File: src/core/cfg_one_pkg.sv
package cfg_one_pkg;

    ////////////////////////////////////////////////////////////////////////////
    // Bus geometry and register map.
    localparam int ADDR_W = 4;
    localparam int DATA_W = 32;
    localparam int BE_W = 4;
    localparam logic [3:0] CFG_ONE_OFFSET = 4'h0;
    localparam logic [3:0] STATUS_OFFSET = 4'h4;

    ////////////////////////////////////////////////////////////////////////////
    // Field layout of chip_config_one.
    localparam int SEL_W = 5;
    localparam int CAP_UNITS = 3;
    localparam int CAP0_LSB = 17;
    localparam int CAP1_LSB = 22;
    localparam int CAP2_LSB = 27;
    localparam int HP_BYTE_BIT = 16;
    localparam int HP_EN_BIT = 15;
    localparam int LOWER_W = 15;
    localparam logic [31:0] CFG_ONE_RESET = 32'h0000_0000;
    // Bits 11 to 4 are reserved; they keep their default and read as zero.
    localparam logic [31:0] CFG_ONE_WMASK = 32'hFFFF_F00F;

    ////////////////////////////////////////////////////////////////////////////
    // Status register layout.
    localparam int STAT_EVENT_LSB = 0;
    localparam int STAT_VALID_LSB = 4;

    ////////////////////////////////////////////////////////////////////////////
    // Capture selector codes.
    localparam logic [4:0] SEL_PIN = 5'h00;
    localparam logic [4:0] SEL_AUDIO_TX = 5'h01;
    localparam logic [4:0] SEL_AUDIO_RX = 5'h02;
    localparam logic [4:0] SEL_ETH_CH0 = 5'h07;
    localparam logic [4:0] SEL_ETH_CH0_LAST = 5'h0A;
    localparam logic [4:0] SEL_ETH_CH1 = 5'h0B;
    localparam logic [4:0] SEL_ETH_CH1_LAST = 5'h0E;
    localparam logic [4:0] SEL_ETH_CH2 = 5'h0F;
    localparam logic [4:0] SEL_ETH_LAST = 5'h12;
    localparam int ETH_EVENTS = 12;

    typedef enum logic [1:0] {
        BUS_IDLE = 2'b01,
        BUS_ANSWER = 2'b10
    } bus_state_t;

endpackage

File: src/core/capture_event_mux.sv
`timescale 1ns/100ps
module capture_event_mux
    import cfg_one_pkg::*;
(
    input wire logic sys_clk,
    input wire logic reset,
    input wire logic [4:0] eventSelect,
    input wire logic pinEvent,
    input wire logic audioTxEvent,
    input wire logic audioRxEvent,
    input wire logic [ETH_EVENTS-1:0] ethEvents,
    output logic captureEvent,
    output logic selectValid
);
    logic captureEvent_r, captureEvent_nxt;
    logic selectValid_r, selectValid_nxt;
    logic [4:0] ethIndex;

    always_comb begin
        ethIndex = eventSelect - SEL_ETH_CH0;
        captureEvent_nxt = 1'b0;
        selectValid_nxt = 1'b1;
        if (eventSelect == SEL_PIN) begin
            captureEvent_nxt = pinEvent;
        end else if (eventSelect == SEL_AUDIO_TX) begin
            captureEvent_nxt = audioTxEvent;
        end else if (eventSelect == SEL_AUDIO_RX) begin
            captureEvent_nxt = audioRxEvent;
        end else if (eventSelect >= SEL_ETH_CH0 && eventSelect <= SEL_ETH_LAST) begin
            // Channel is index/4, event kind is index%4.
            captureEvent_nxt = ethEvents[ethIndex[3:0]];
        end else begin
            // Reserved codes hold the capture input quiet.
            selectValid_nxt = 1'b0;
        end
    end

    always_ff @(posedge sys_clk or posedge reset) begin
        if (reset) begin
            captureEvent_r <= 1'b0;
            selectValid_r <= 1'b1;
        end else begin
            captureEvent_r <= captureEvent_nxt;
            selectValid_r <= selectValid_nxt;
        end
    end

    assign captureEvent = captureEvent_r;
    assign selectValid = selectValid_r;
endmodule // capture_event_mux

File: src/core/capture_source_host_port_cfg.sv
// How it works
// - Bits 31-27 select capture unit 2 source.
// - Bits 26-22 select capture unit 1 source.
// - Bits 21-17 select capture unit 0 source.
// - Codes 7h-Ah route ethernet channel 0 events.
// - Codes Bh-Eh route ethernet channel 1 events.
// - Codes Fh-12h route ethernet channel 2 events.
// - Bit 16 picks byte or word host addressing.
// - Bit 15 enables host port and its pins.
//
// The placing of the registers and the Avalon-MM register port were left to the implementer.
`timescale 1ns/100ps
module capture_source_host_port_cfg #(
    parameter int HOST_ADDR_W = 16,
    parameter int HOST_PIN_W = 8
) (
    input wire logic sys_clk,
    input wire logic reset,
    input wire logic [cfg_one_pkg::ADDR_W-1:0] address,
    input wire logic read,
    input wire logic write,
    input wire logic [cfg_one_pkg::DATA_W-1:0] writedata,
    input wire logic [cfg_one_pkg::BE_W-1:0] byteenable,
    output logic [cfg_one_pkg::DATA_W-1:0] readdata,
    output logic waitrequest,
    input wire logic [cfg_one_pkg::CAP_UNITS-1:0] capturePin,
    input wire logic audioTxDmaEvent,
    input wire logic audioRxDmaEvent,
    input wire logic [cfg_one_pkg::ETH_EVENTS-1:0] ethEvents,
    output logic [cfg_one_pkg::CAP_UNITS-1:0] captureEvent,
    output logic [cfg_one_pkg::LOWER_W-1:0] lowerConfigBits,
    output logic host_port_byte_addressing,
    output logic host_port_enable,
    input wire logic [HOST_ADDR_W-1:0] hostAddress,
    output logic [HOST_ADDR_W-1:0] hostByteAddress,
    input wire logic [HOST_PIN_W-1:0] hostPinOut,
    input wire logic [HOST_PIN_W-1:0] hostPinOe,
    input wire logic [HOST_PIN_W-1:0] sharedPinOut,
    input wire logic [HOST_PIN_W-1:0] sharedPinOe,
    output logic [HOST_PIN_W-1:0] pinOut,
    output logic [HOST_PIN_W-1:0] pinOe
);
    import cfg_one_pkg::*;

    ////////////////////////////////////////////////////////////////////////////
    // Bus slave state.
    bus_state_t busState_r, busState_nxt;
    logic [DATA_W-1:0] readdata_r, readdata_nxt;
    logic [DATA_W-1:0] cfgOne_r, cfgOne_nxt;
    logic [DATA_W-1:0] byteMask;
    logic [DATA_W-1:0] statusWord;
    logic [CAP_UNITS-1:0] selectValid;
    logic requestActive;

    assign requestActive = read | write;

    // Every access waits exactly one cycle, which lets read data come from a
    // flip-flop without a combinational path from the address.
    always_comb begin
        busState_nxt = busState_r;
        case (busState_r)
            BUS_IDLE: begin
                if (requestActive) begin
                    busState_nxt = BUS_ANSWER;
                end
            end
            BUS_ANSWER: begin
                busState_nxt = BUS_IDLE;
            end
            default: begin
                busState_nxt = BUS_IDLE;
            end
        endcase
    end

    assign waitrequest = requestActive & (busState_r != BUS_ANSWER);

    always_comb begin
        for (int b = 0; b < BE_W; b++) begin
            byteMask[b*8 +: 8] = {8{byteenable[b]}};
        end
    end

    always_comb begin
        statusWord = '0;
        statusWord[STAT_EVENT_LSB +: CAP_UNITS] = captureEvent;
        statusWord[STAT_VALID_LSB +: CAP_UNITS] = selectValid;
    end

    // The write lands at the edge where waitrequest is low; unmapped
    // addresses read zero and swallow writes.
    always_comb begin
        cfgOne_nxt = cfgOne_r;
        readdata_nxt = readdata_r;
        if (busState_r == BUS_ANSWER && write && address == CFG_ONE_OFFSET) begin
            cfgOne_nxt = (cfgOne_r & ~(byteMask & CFG_ONE_WMASK))
                | (writedata & byteMask & CFG_ONE_WMASK);
        end
        if (busState_r == BUS_IDLE && read) begin
            case (address)
                CFG_ONE_OFFSET: begin
                    readdata_nxt = cfgOne_r;
                end
                STATUS_OFFSET: begin
                    readdata_nxt = statusWord;
                end
                default: begin
                    readdata_nxt = '0;
                end
            endcase
        end
    end

    always_ff @(posedge sys_clk or posedge reset) begin
        if (reset) begin
            busState_r <= BUS_IDLE;
            readdata_r <= '0;
            cfgOne_r <= CFG_ONE_RESET;
        end else begin
            busState_r <= busState_nxt;
            readdata_r <= readdata_nxt;
            cfgOne_r <= cfgOne_nxt;
        end
    end

    assign readdata = readdata_r;
    assign lowerConfigBits = cfgOne_r[LOWER_W-1:0];
    assign host_port_byte_addressing = cfgOne_r[HP_BYTE_BIT];
    assign host_port_enable = cfgOne_r[HP_EN_BIT];

    ////////////////////////////////////////////////////////////////////////////
    // Capture event routing, one selector per unit, five bits apart.
    for (genvar i = 0; i < CAP_UNITS; i++) begin : g_cap
        capture_event_mux u_mux (
            .sys_clk(sys_clk),
            .reset(reset),
            .eventSelect(cfgOne_r[CAP0_LSB + i*SEL_W +: SEL_W]),
            .pinEvent(capturePin[i]),
            .audioTxEvent(audioTxDmaEvent),
            .audioRxEvent(audioRxDmaEvent),
            .ethEvents(ethEvents),
            .captureEvent(captureEvent[i]),
            .selectValid(selectValid[i])
        );
    end

    ////////////////////////////////////////////////////////////////////////////
    // Host port address and pin ownership.
    logic [HOST_ADDR_W-1:0] hostByteAddress_r, hostByteAddress_nxt;
    logic [HOST_PIN_W-1:0] pinOut_r, pinOut_nxt;
    logic [HOST_PIN_W-1:0] pinOe_r, pinOe_nxt;

    always_comb begin
        // Word addresses are scaled to bytes; top bits are lost by design.
        if (host_port_byte_addressing) begin
            hostByteAddress_nxt = hostAddress;
        end else begin
            hostByteAddress_nxt = {hostAddress[HOST_ADDR_W-3:0], 2'b00};
        end
        if (host_port_enable) begin
            pinOut_nxt = hostPinOut;
            pinOe_nxt = hostPinOe;
        end else begin
            pinOut_nxt = sharedPinOut;
            pinOe_nxt = sharedPinOe;
        end
    end

    always_ff @(posedge sys_clk or posedge reset) begin
        if (reset) begin
            hostByteAddress_r <= '0;
            pinOut_r <= '0;
            pinOe_r <= '0;
        end else begin
            hostByteAddress_r <= hostByteAddress_nxt;
            pinOut_r <= pinOut_nxt;
            pinOe_r <= pinOe_nxt;
        end
    end

    assign hostByteAddress = hostByteAddress_r;
    assign pinOut = pinOut_r;
    assign pinOe = pinOe_r;
endmodule // capture_source_host_port_cfg

File: config.mk
export PLATFORM = sky130hd
export DESIGN_NAME = capture_source_host_port_cfg
export DESIGN_NICKNAME = d
export VERILOG_FILES = /design/src/core/cfg_one_pkg.sv /design/src/core/capture_event_mux.sv /design/src/core/capture_source_host_port_cfg.sv
export SDC_FILE = /design/constraint.sdc
export NUM_CORES = 1
export LEC_CHECK = 0
export ABC_AREA = 1
export CAP_MARGIN = 25
export CORE_ASPECT_RATIO = 0.75
export CORE_MARGIN = 4
export CORE_UTILIZATION = 50
export CTS_BUF_LIST = sky130_fd_sc_hd__clkbuf_4
export CTS_CLUSTER_SIZE = 8
export DETAILED_ROUTE_END_ITERATION = 12
export DONT_BUFFER_PORTS = 1
export SLEW_MARGIN = 10
export SYNTH_ARGS = -nofsm -noshare
export SYNTH_HDL_FRONTEND = slang
export SYNTH_HIERARCHICAL = 1
export SYNTH_SLANG_ARGS = --single-unit
File: constraint.sdc
create_clock -name sys_clk -period 3.17 [get_ports sys_clk]
set_clock_uncertainty 0.05 [all_clocks]
set_input_delay 0.317 -clock sys_clk [delete_from_list [all_inputs] [get_ports sys_clk]]
set_output_delay 0.317 -clock sys_clk [all_outputs]
set_load 0.005 [all_outputs]
==> reports/qor.csv, run 1 <==
metric;value;unit
RSZ-0062 raised after global routing;no;
setup bufs post-CTS;0;
final wirelength;12.1;mm
class of the worst hold path;input port to flop;
Setup crit start kind;flop;
EDFF count, synth;0;
Max Freq;0.478;GHz
Slew Viols, Final;0;
Slew headroom;42.1;%
# setup viols final;0;
Die Width;119;um
maxcap violations;0;
I/O pin count;194;
CTS tree;built;
Starting Density;51.2;%
clk root buf;clkbuf_4;
layout cells sized above 1;10.7;%
worst path required time;3.45;ns
global-route wire length before repair;19.8;mm
vias per inst;5.00;
Setup TNS;0;ns
largest net degree at the start of global routing;41;
yosys warns;6;
final period utilization;65.9;%
antenna-violating nets left;0;
Worst-Margin Slew;0.868;ns
RD Place Congestion;0.795;
vias in the first global route;3838;
crit path capture type;flop;
CP Max Fanout;19;
die area;10900;um^2
drt first pass iters;4;
# diodes;0;
clock tree sinks;91;
CP Class;flop to flop;
Seq cells post-synth;91;
vias;3920;
Iter 0 DRT Violations;220;
commonest cells after routing, fill and taps aside;nand2_1, dlygate4sd3_1, dfrtp_1;
Final nets;772;
Power Density;455;nW/um^2
Worst Hold Margin;0.0265;ns
Pleak;2.84;nW
Main synth FF type;dfrtp_1;
worst endpoint data arrival time;2.37;ns
Layout Cells excl Fill;784;
GR Util All Layers;22.7;%
die height;91.4;um
Worst R2R Path Depth;2;
core area;9050;um^2
DR DRC count;0;
Hold Startpoint;read;
Synth-to-Final Area Change;24.4;%
Worst-Skew Late Latency;0.44;ns
Synth cell types;26;
CTS buffer count;9;
post-layout minimum cycle time;2.09;ns
DP Area;4610;um^2
Syn Area/Cell;8.34;um^2
Async S/R FF share, synth;100;%
post-route cell area;5770;um^2
# placed instances;663;
Final Hold Viols;0;
fin util;63.8;%
drt wl/cell;15.4;um
Cells after Synth;556;
commonest non-fill, non-tap cell in the layout;nand2_1;
total gr overflow;0;
DP HPWL;8.23;mm
reg-to-reg endpoint;pinOe[2];
VDD IR-drop max;0.295;mV
htree depth;3;
Clock Pin Slew Worst Setup and Hold Paths;0.15;ns
Port Buffers;0;
post-synthesis sequential area ratio;49.2;%
post-synthesis cell area;4640;um^2
initial antenna violation count;0;
FP Rows;30;
clk buf depth;2;
Critical Path End;pinOe[2];
Reg2Reg Setup Slack;1.08;ns
status;complete, no violations;
[per-stage QoR]
step	worst slack, ns	power [mW]
after floorplan	0.611	1.89
after global routing	1.06	2.82
after CTS	1.14	2.65
final	1.08	2.62
after global placement	1.32	1.97
after detailed placement	1.28	1.99
[final cells by class]
type / instances / area [um^2]
fill: 776 / 3280
sequential: 91 / 2280
multi-input combinational: 390 / 1930
timing repair buffer: 109 / 1080
inverter: 50 / 204
tap: 128 / 160
clock buffer: 9 / 67.6
clock inverter: 7 / 42.5
[power breakdown]
part	internal, mW	leakage, nW	switching (mW)
clock	0.158	0.0612	0.380
sequential	1.31	1.18	0.156
combinational	0.275	1.60	0.340
[cell usage after synthesis, types with 4 or more instances]
cell type | number | area share (%)
buf_4 | 22 | 3.6
ha_1 | 12 | 3.2
nand2_2 | 9 | 1.2
nand4_1 | 9 | 1.2
inv_1 | 40 | 3.2
buf_6 | 5 | 1.2
clkbuf_1 | 4 | 0.32
nor2_1 | 14 | 1.1
a21oi_1 | 7 | 0.76
buf_2 | 5 | 0.54
inv_2 | 7 | 0.57
dfrtp_1 | 87 | 47
o21ai_0 | 9 | 0.97
nand3_1 | 73 | 7.9
dfstp_2 | 4 | 2.3
nand2_1 | 207 | 17
o21ai_1 | 6 | 0.65
mux2_2 | 18 | 4.4
nor2_2 | 5 | 0.67
[cell families after synthesis]
kind of cell	count (synthesis)	share of synthesized area (%)
and+or+nand+nor	322	30.0
DFF	91	49.2
buffers and inverters	87	10.1
AOI/OAI and AO/OA	25	2.94
muxes	18	4.37
adders and majority gates	12	3.24
other	1	0.0809
[worst max-delay path: stages, from the launching register on]
cell and delay [ns]:
dfrtp_1 0.94, mux2_2 0.42, dlygate4sd3_1 0.58
[how the worst min path moves through the flow]
stage / to / slack, ns / cells past startpoint
after global routing: g_cap[0].u_mux/captureEvent / 0.02 / 2
final: busState_r[1] / 0.03 / 2
after detailed placement: g_cap[1].u_mux/captureEvent / 0.01 / 1
after CTS: busState_r[1] / 0.006 / 2
after floorplan: g_cap[0].u_mux/captureEvent / 0.007 / 1
after global placement: g_cap[2].u_mux/captureEvent / 0.01 / 1
[per-layer routing]
metal / wire (um) / global-route usage [%] / part of all wire, %
met2: 5990 / 37.9 / 49
met1: 4940 / 28.9 / 41
met4: 72 / 3.95 / 0.60
met5: 0 / 0 / 0
met3: 1100 / 7.97 / 9.1
[timing repair]
item	4_1_cts	5_1_grt
hold endpoints to repair	101	0
hold buffers	105	0
gates resized for setup	0	0
Power figures use the tool's default switching activity.
==> inputs of run 2 (changes only) <==
--- a/config.mk
+++ b/config.mk
@@ -5,7 +5,7 @@
 export SDC_FILE = /design/constraint.sdc
 export NUM_CORES = 1
 export LEC_CHECK = 0
-export ABC_AREA = 1
+export ABC_AREA = 0
 export CAP_MARGIN = 25
 export CORE_ASPECT_RATIO = 0.75
 export CORE_MARGIN = 4
@@ -14,6 +14,7 @@
 export CTS_CLUSTER_SIZE = 8
 export DETAILED_ROUTE_END_ITERATION = 12
 export DONT_BUFFER_PORTS = 1
+export PLACE_DENSITY = 0.68
 export SLEW_MARGIN = 10
 export SYNTH_ARGS = -nofsm -noshare
 export SYNTH_HDL_FRONTEND = slang
==> constraint.sdc (replaced) <==
create_clock -name sys_clk -period 1.9 [get_ports sys_clk]
set_clock_uncertainty 0.05 [all_clocks]
set_input_delay 0.19 -clock sys_clk [delete_from_list [all_inputs] [get_ports sys_clk]]
set_output_delay 0.19 -clock sys_clk [all_outputs]
set_load 0.005 [all_outputs]
==> reports/qor.csv, run 2 <==
metric;value;unit
# setup viols final;0;
Reg2Reg Setup Slack;0.12;ns
vias in the first global route;2993;
largest net degree at the start of global routing;40;
Cells after Synth;324;
CP Class;flop to flop;
GR Util All Layers;20.8;%
layout cells sized above 1;23.2;%
clock tree sinks;91;
Worst R2R Path Depth;6;
Final nets;534;
most frequent cell after synthesis;dfrtp_1;
Filler cells;669;
worst path required time;2.22;ns
setup bufs post-CTS;0;
worst endpoint data arrival time;2.10;ns
htree depth;3;
Hold Path Sink;g_cap[0].u_mux/captureEvent;
Max Freq;0.561;GHz
Iter 0 DRT Violations;154;
Pleak;2.43;nW
antenna-violating nets left;0;
die area;10300;um^2
CTS buffer count;9;
FP Rows;29;
clk root buf;clkbuf_4;
Switching Power;1.29;mW
vias per inst;5.50;
P_int;3.23;mW
maxcap violations;0;
Switching Fraction;28.5;%
CP Max Fanout;6;
DR DRC count;0;
Comb pwr share;19.9;%
# diodes;0;
Final Hold Viols;0;
DP HPWL;7.35;mm
drt wl/cell;20.8;um
top cells by count, synth;dfrtp_1, mux2_2, buf_4;
EDFF count, synth;0;
fin util;64.1;%
initial antenna violation count;0;
class of the worst hold path;input port to flop;
Yosys top cell area share;49.9;%
crit path capture type;flop;
status;complete, no violations;
DP Area;4420;um^2
VDD IR-drop max;0.577;mV
Slew headroom;49.0;%
pre-CTS WS;0.0577;ns
global-route wire length before repair;16.0;mm
post-route cell area;5440;um^2
sequential power share;53.2;%
Main synth FF type;dfrtp_1;
Synth area leaders;dfrtp_1, mux2_2, mux4_1;
yosys warns;6;
reg-to-reg endpoint;g_cap[0].u_mux/captureEvent;
Port Buffers;0;
biggest area consumer among synthesized cells;dfrtp_1;
clk buf depth;2;
final period utilization;93.8;%
Starting Density;51.4;%
CP Cell Sequence;inv_1 > ha_1 > mux4_1 > mux2i_1 > mux2_1 > o22ai_1;
RSZ-0062 raised after global routing;no;
I/O pin count;194;
Setup TNS;0;ns
die height;88.9;um
Worst-Margin Slew;0.764;ns
Clk pwr share;26.9;%
post-synthesis cell area;4360;um^2
RD Place Congestion;0.837;
CTS tree;built;
Async S/R FF share, synth;100;%
Hold Startpoint;audioTxDmaEvent;
drt first pass iters;4;
Setup crit start kind;flop;
post-synthesis sequential area ratio;52.3;%
Power Density;830;nW/um^2
CP peak stage delay;0.46;ns
PnR worst setup slack;0.117;ns
Worst Path Buf+Inv;1;
Slew Viols, Final;0;
post-layout minimum cycle time;1.78;ns
Top Family by Delay on Critical Path;multiplexers;
Hold Path Cell Cnt;4;
total gr overflow;0;
commonest cells after routing, fill and taps aside;dfrtp_1, dlygate4sd3_1, mux2_2;
Slowest-stage cell, CP;dfrtp_1;
Worst-Skew Late Latency;0.46;ns
Die Width;116;um
Synth-to-Final Area Change;24.8;%
Clock Pin Slew Worst Setup and Hold Paths;0.14;ns
Seq cells post-synth;91;
vias;2893;
final wirelength;10.9;mm
Syn Area/Cell;13.5;um^2
Synth cell types;36;
core area;8490;um^2
-- run 2: changes by cell type in the layout (fill, tap and decap cells not counted), moves of 7 or more --
cell | before | now
dlygate4sd3_1 | 105 | 85
nand4_1 | 9 | 0
nand2_1 | 207 | 9
nand2_2 | 9 | 0
mux4_1 | 0 | 9
inv_1 | 39 | 10
a22o_1 | 0 | 21
nand3_1 | 73 | 6
nor2_1 | 14 | 5
inv_2 | 7 | 0
mux2_2 | 18 | 54
buf_4 | 4 | 15
-- run 2: worst min-delay path: stages --
cell and delay (ns):
nand2_1 0.05, a21oi_1 0.06, a21oi_1 0.11, o22ai_1 0.12
-- run 2: worst max-delay path by stage --
stage / startpoint / endpoint / slack [ns] / cells past startpoint
after floorplan: flop / g_cap[0].u_mux/captureEvent / 0.26 / 7
after global placement: flop / g_cap[2].u_mux/captureEvent / 0.11 / 6
after detailed placement: flop / g_cap[2].u_mux/captureEvent / 0.06 / 6
after CTS: flop / g_cap[2].u_mux/captureEvent / 0.02 / 6
after global routing: flop / g_cap[0].u_mux/captureEvent / 0.05 / 6
final: flop / g_cap[0].u_mux/captureEvent / 0.12 / 6
-- run 2: through the flow --
step | hold WS [ns] | instances | power (mW)
after CTS | 0.0140 | 526 | 4.55
after detailed placement | -0.113 | 425 | 3.18
after global routing | 0.0193 | 526 | 4.75
final | 0.0495 | 526 | 4.51
after floorplan | -0.120 | 336 | 2.98
after global placement | -0.117 | 425 | 3.13
-- run 2: power by group through the flow --
stage | Combinational, mW | Sequential [mW] | Clock [mW]
4_1_cts | 0.882 | 2.40 | 1.26
2_1_floorplan | 0.640 | 2.34 | 0
3_3_place_gp | 0.703 | 2.43 | 0
6_report | 0.896 | 2.40 | 1.22
3_5_place_dp | 0.733 | 2.44 | 0
5_1_grt | 0.980 | 2.44 | 1.33
-- run 2: timing repair --
item | 4_1_cts | 5_1_grt
hold buffers | 85 | 0
endpoints found under the setup margin | 0 | 2
hold endpoints to repair | 99 | 0
gates resized for setup | 0 | 3
-- run 2: cell type report --
type	count	area (um^2)	share of cell area, %
Tap cell	108	135	2.48
Timing Repair Buffer	101	983	18.1
Clock inverter	6	88.8	1.63
Sequential cell	91	2280	42.0
Clock buffer	10	75.1	1.38
Inverter	11	45.0	0.828
Multi-Input combinational cell	199	1830	33.6
-- run 2: logic make-up (layout without fill, tap and decap cells) --
| logic type | after synthesis | count (layout) | share of synthesized area [%] |
|---|---|---|---|
| AO/OA/AOI/OAI | 45 | 45 | 7.32 |
| XOR/XNOR | 6 | 6 | 1.21 |
| adder cells (fa/ha/maj) | 12 | 12 | 3.44 |
| buffers and inverters | 46 | 128 | 6.92 |
| flip-flops | 91 | 91 | 52.3 |
| multiplexers | 72 | 72 | 21.5 |
| other | 1 | 13 | 0.0860 |
| AND/OR/NAND/NOR | 51 | 51 | 7.17 |
-- run 2: per-layer routing --
metal  part of all wire (%)  up-vias  GRT usage, %  wire length [um]
met5                      0        -             0                 0
met4                    1.9        0          6.43               210
met3                    9.4       19          8.82              1030
met2                     50      133          33.9              5460
met1                     39     1419          25.4              4240
li1                       -     1322             -                 -
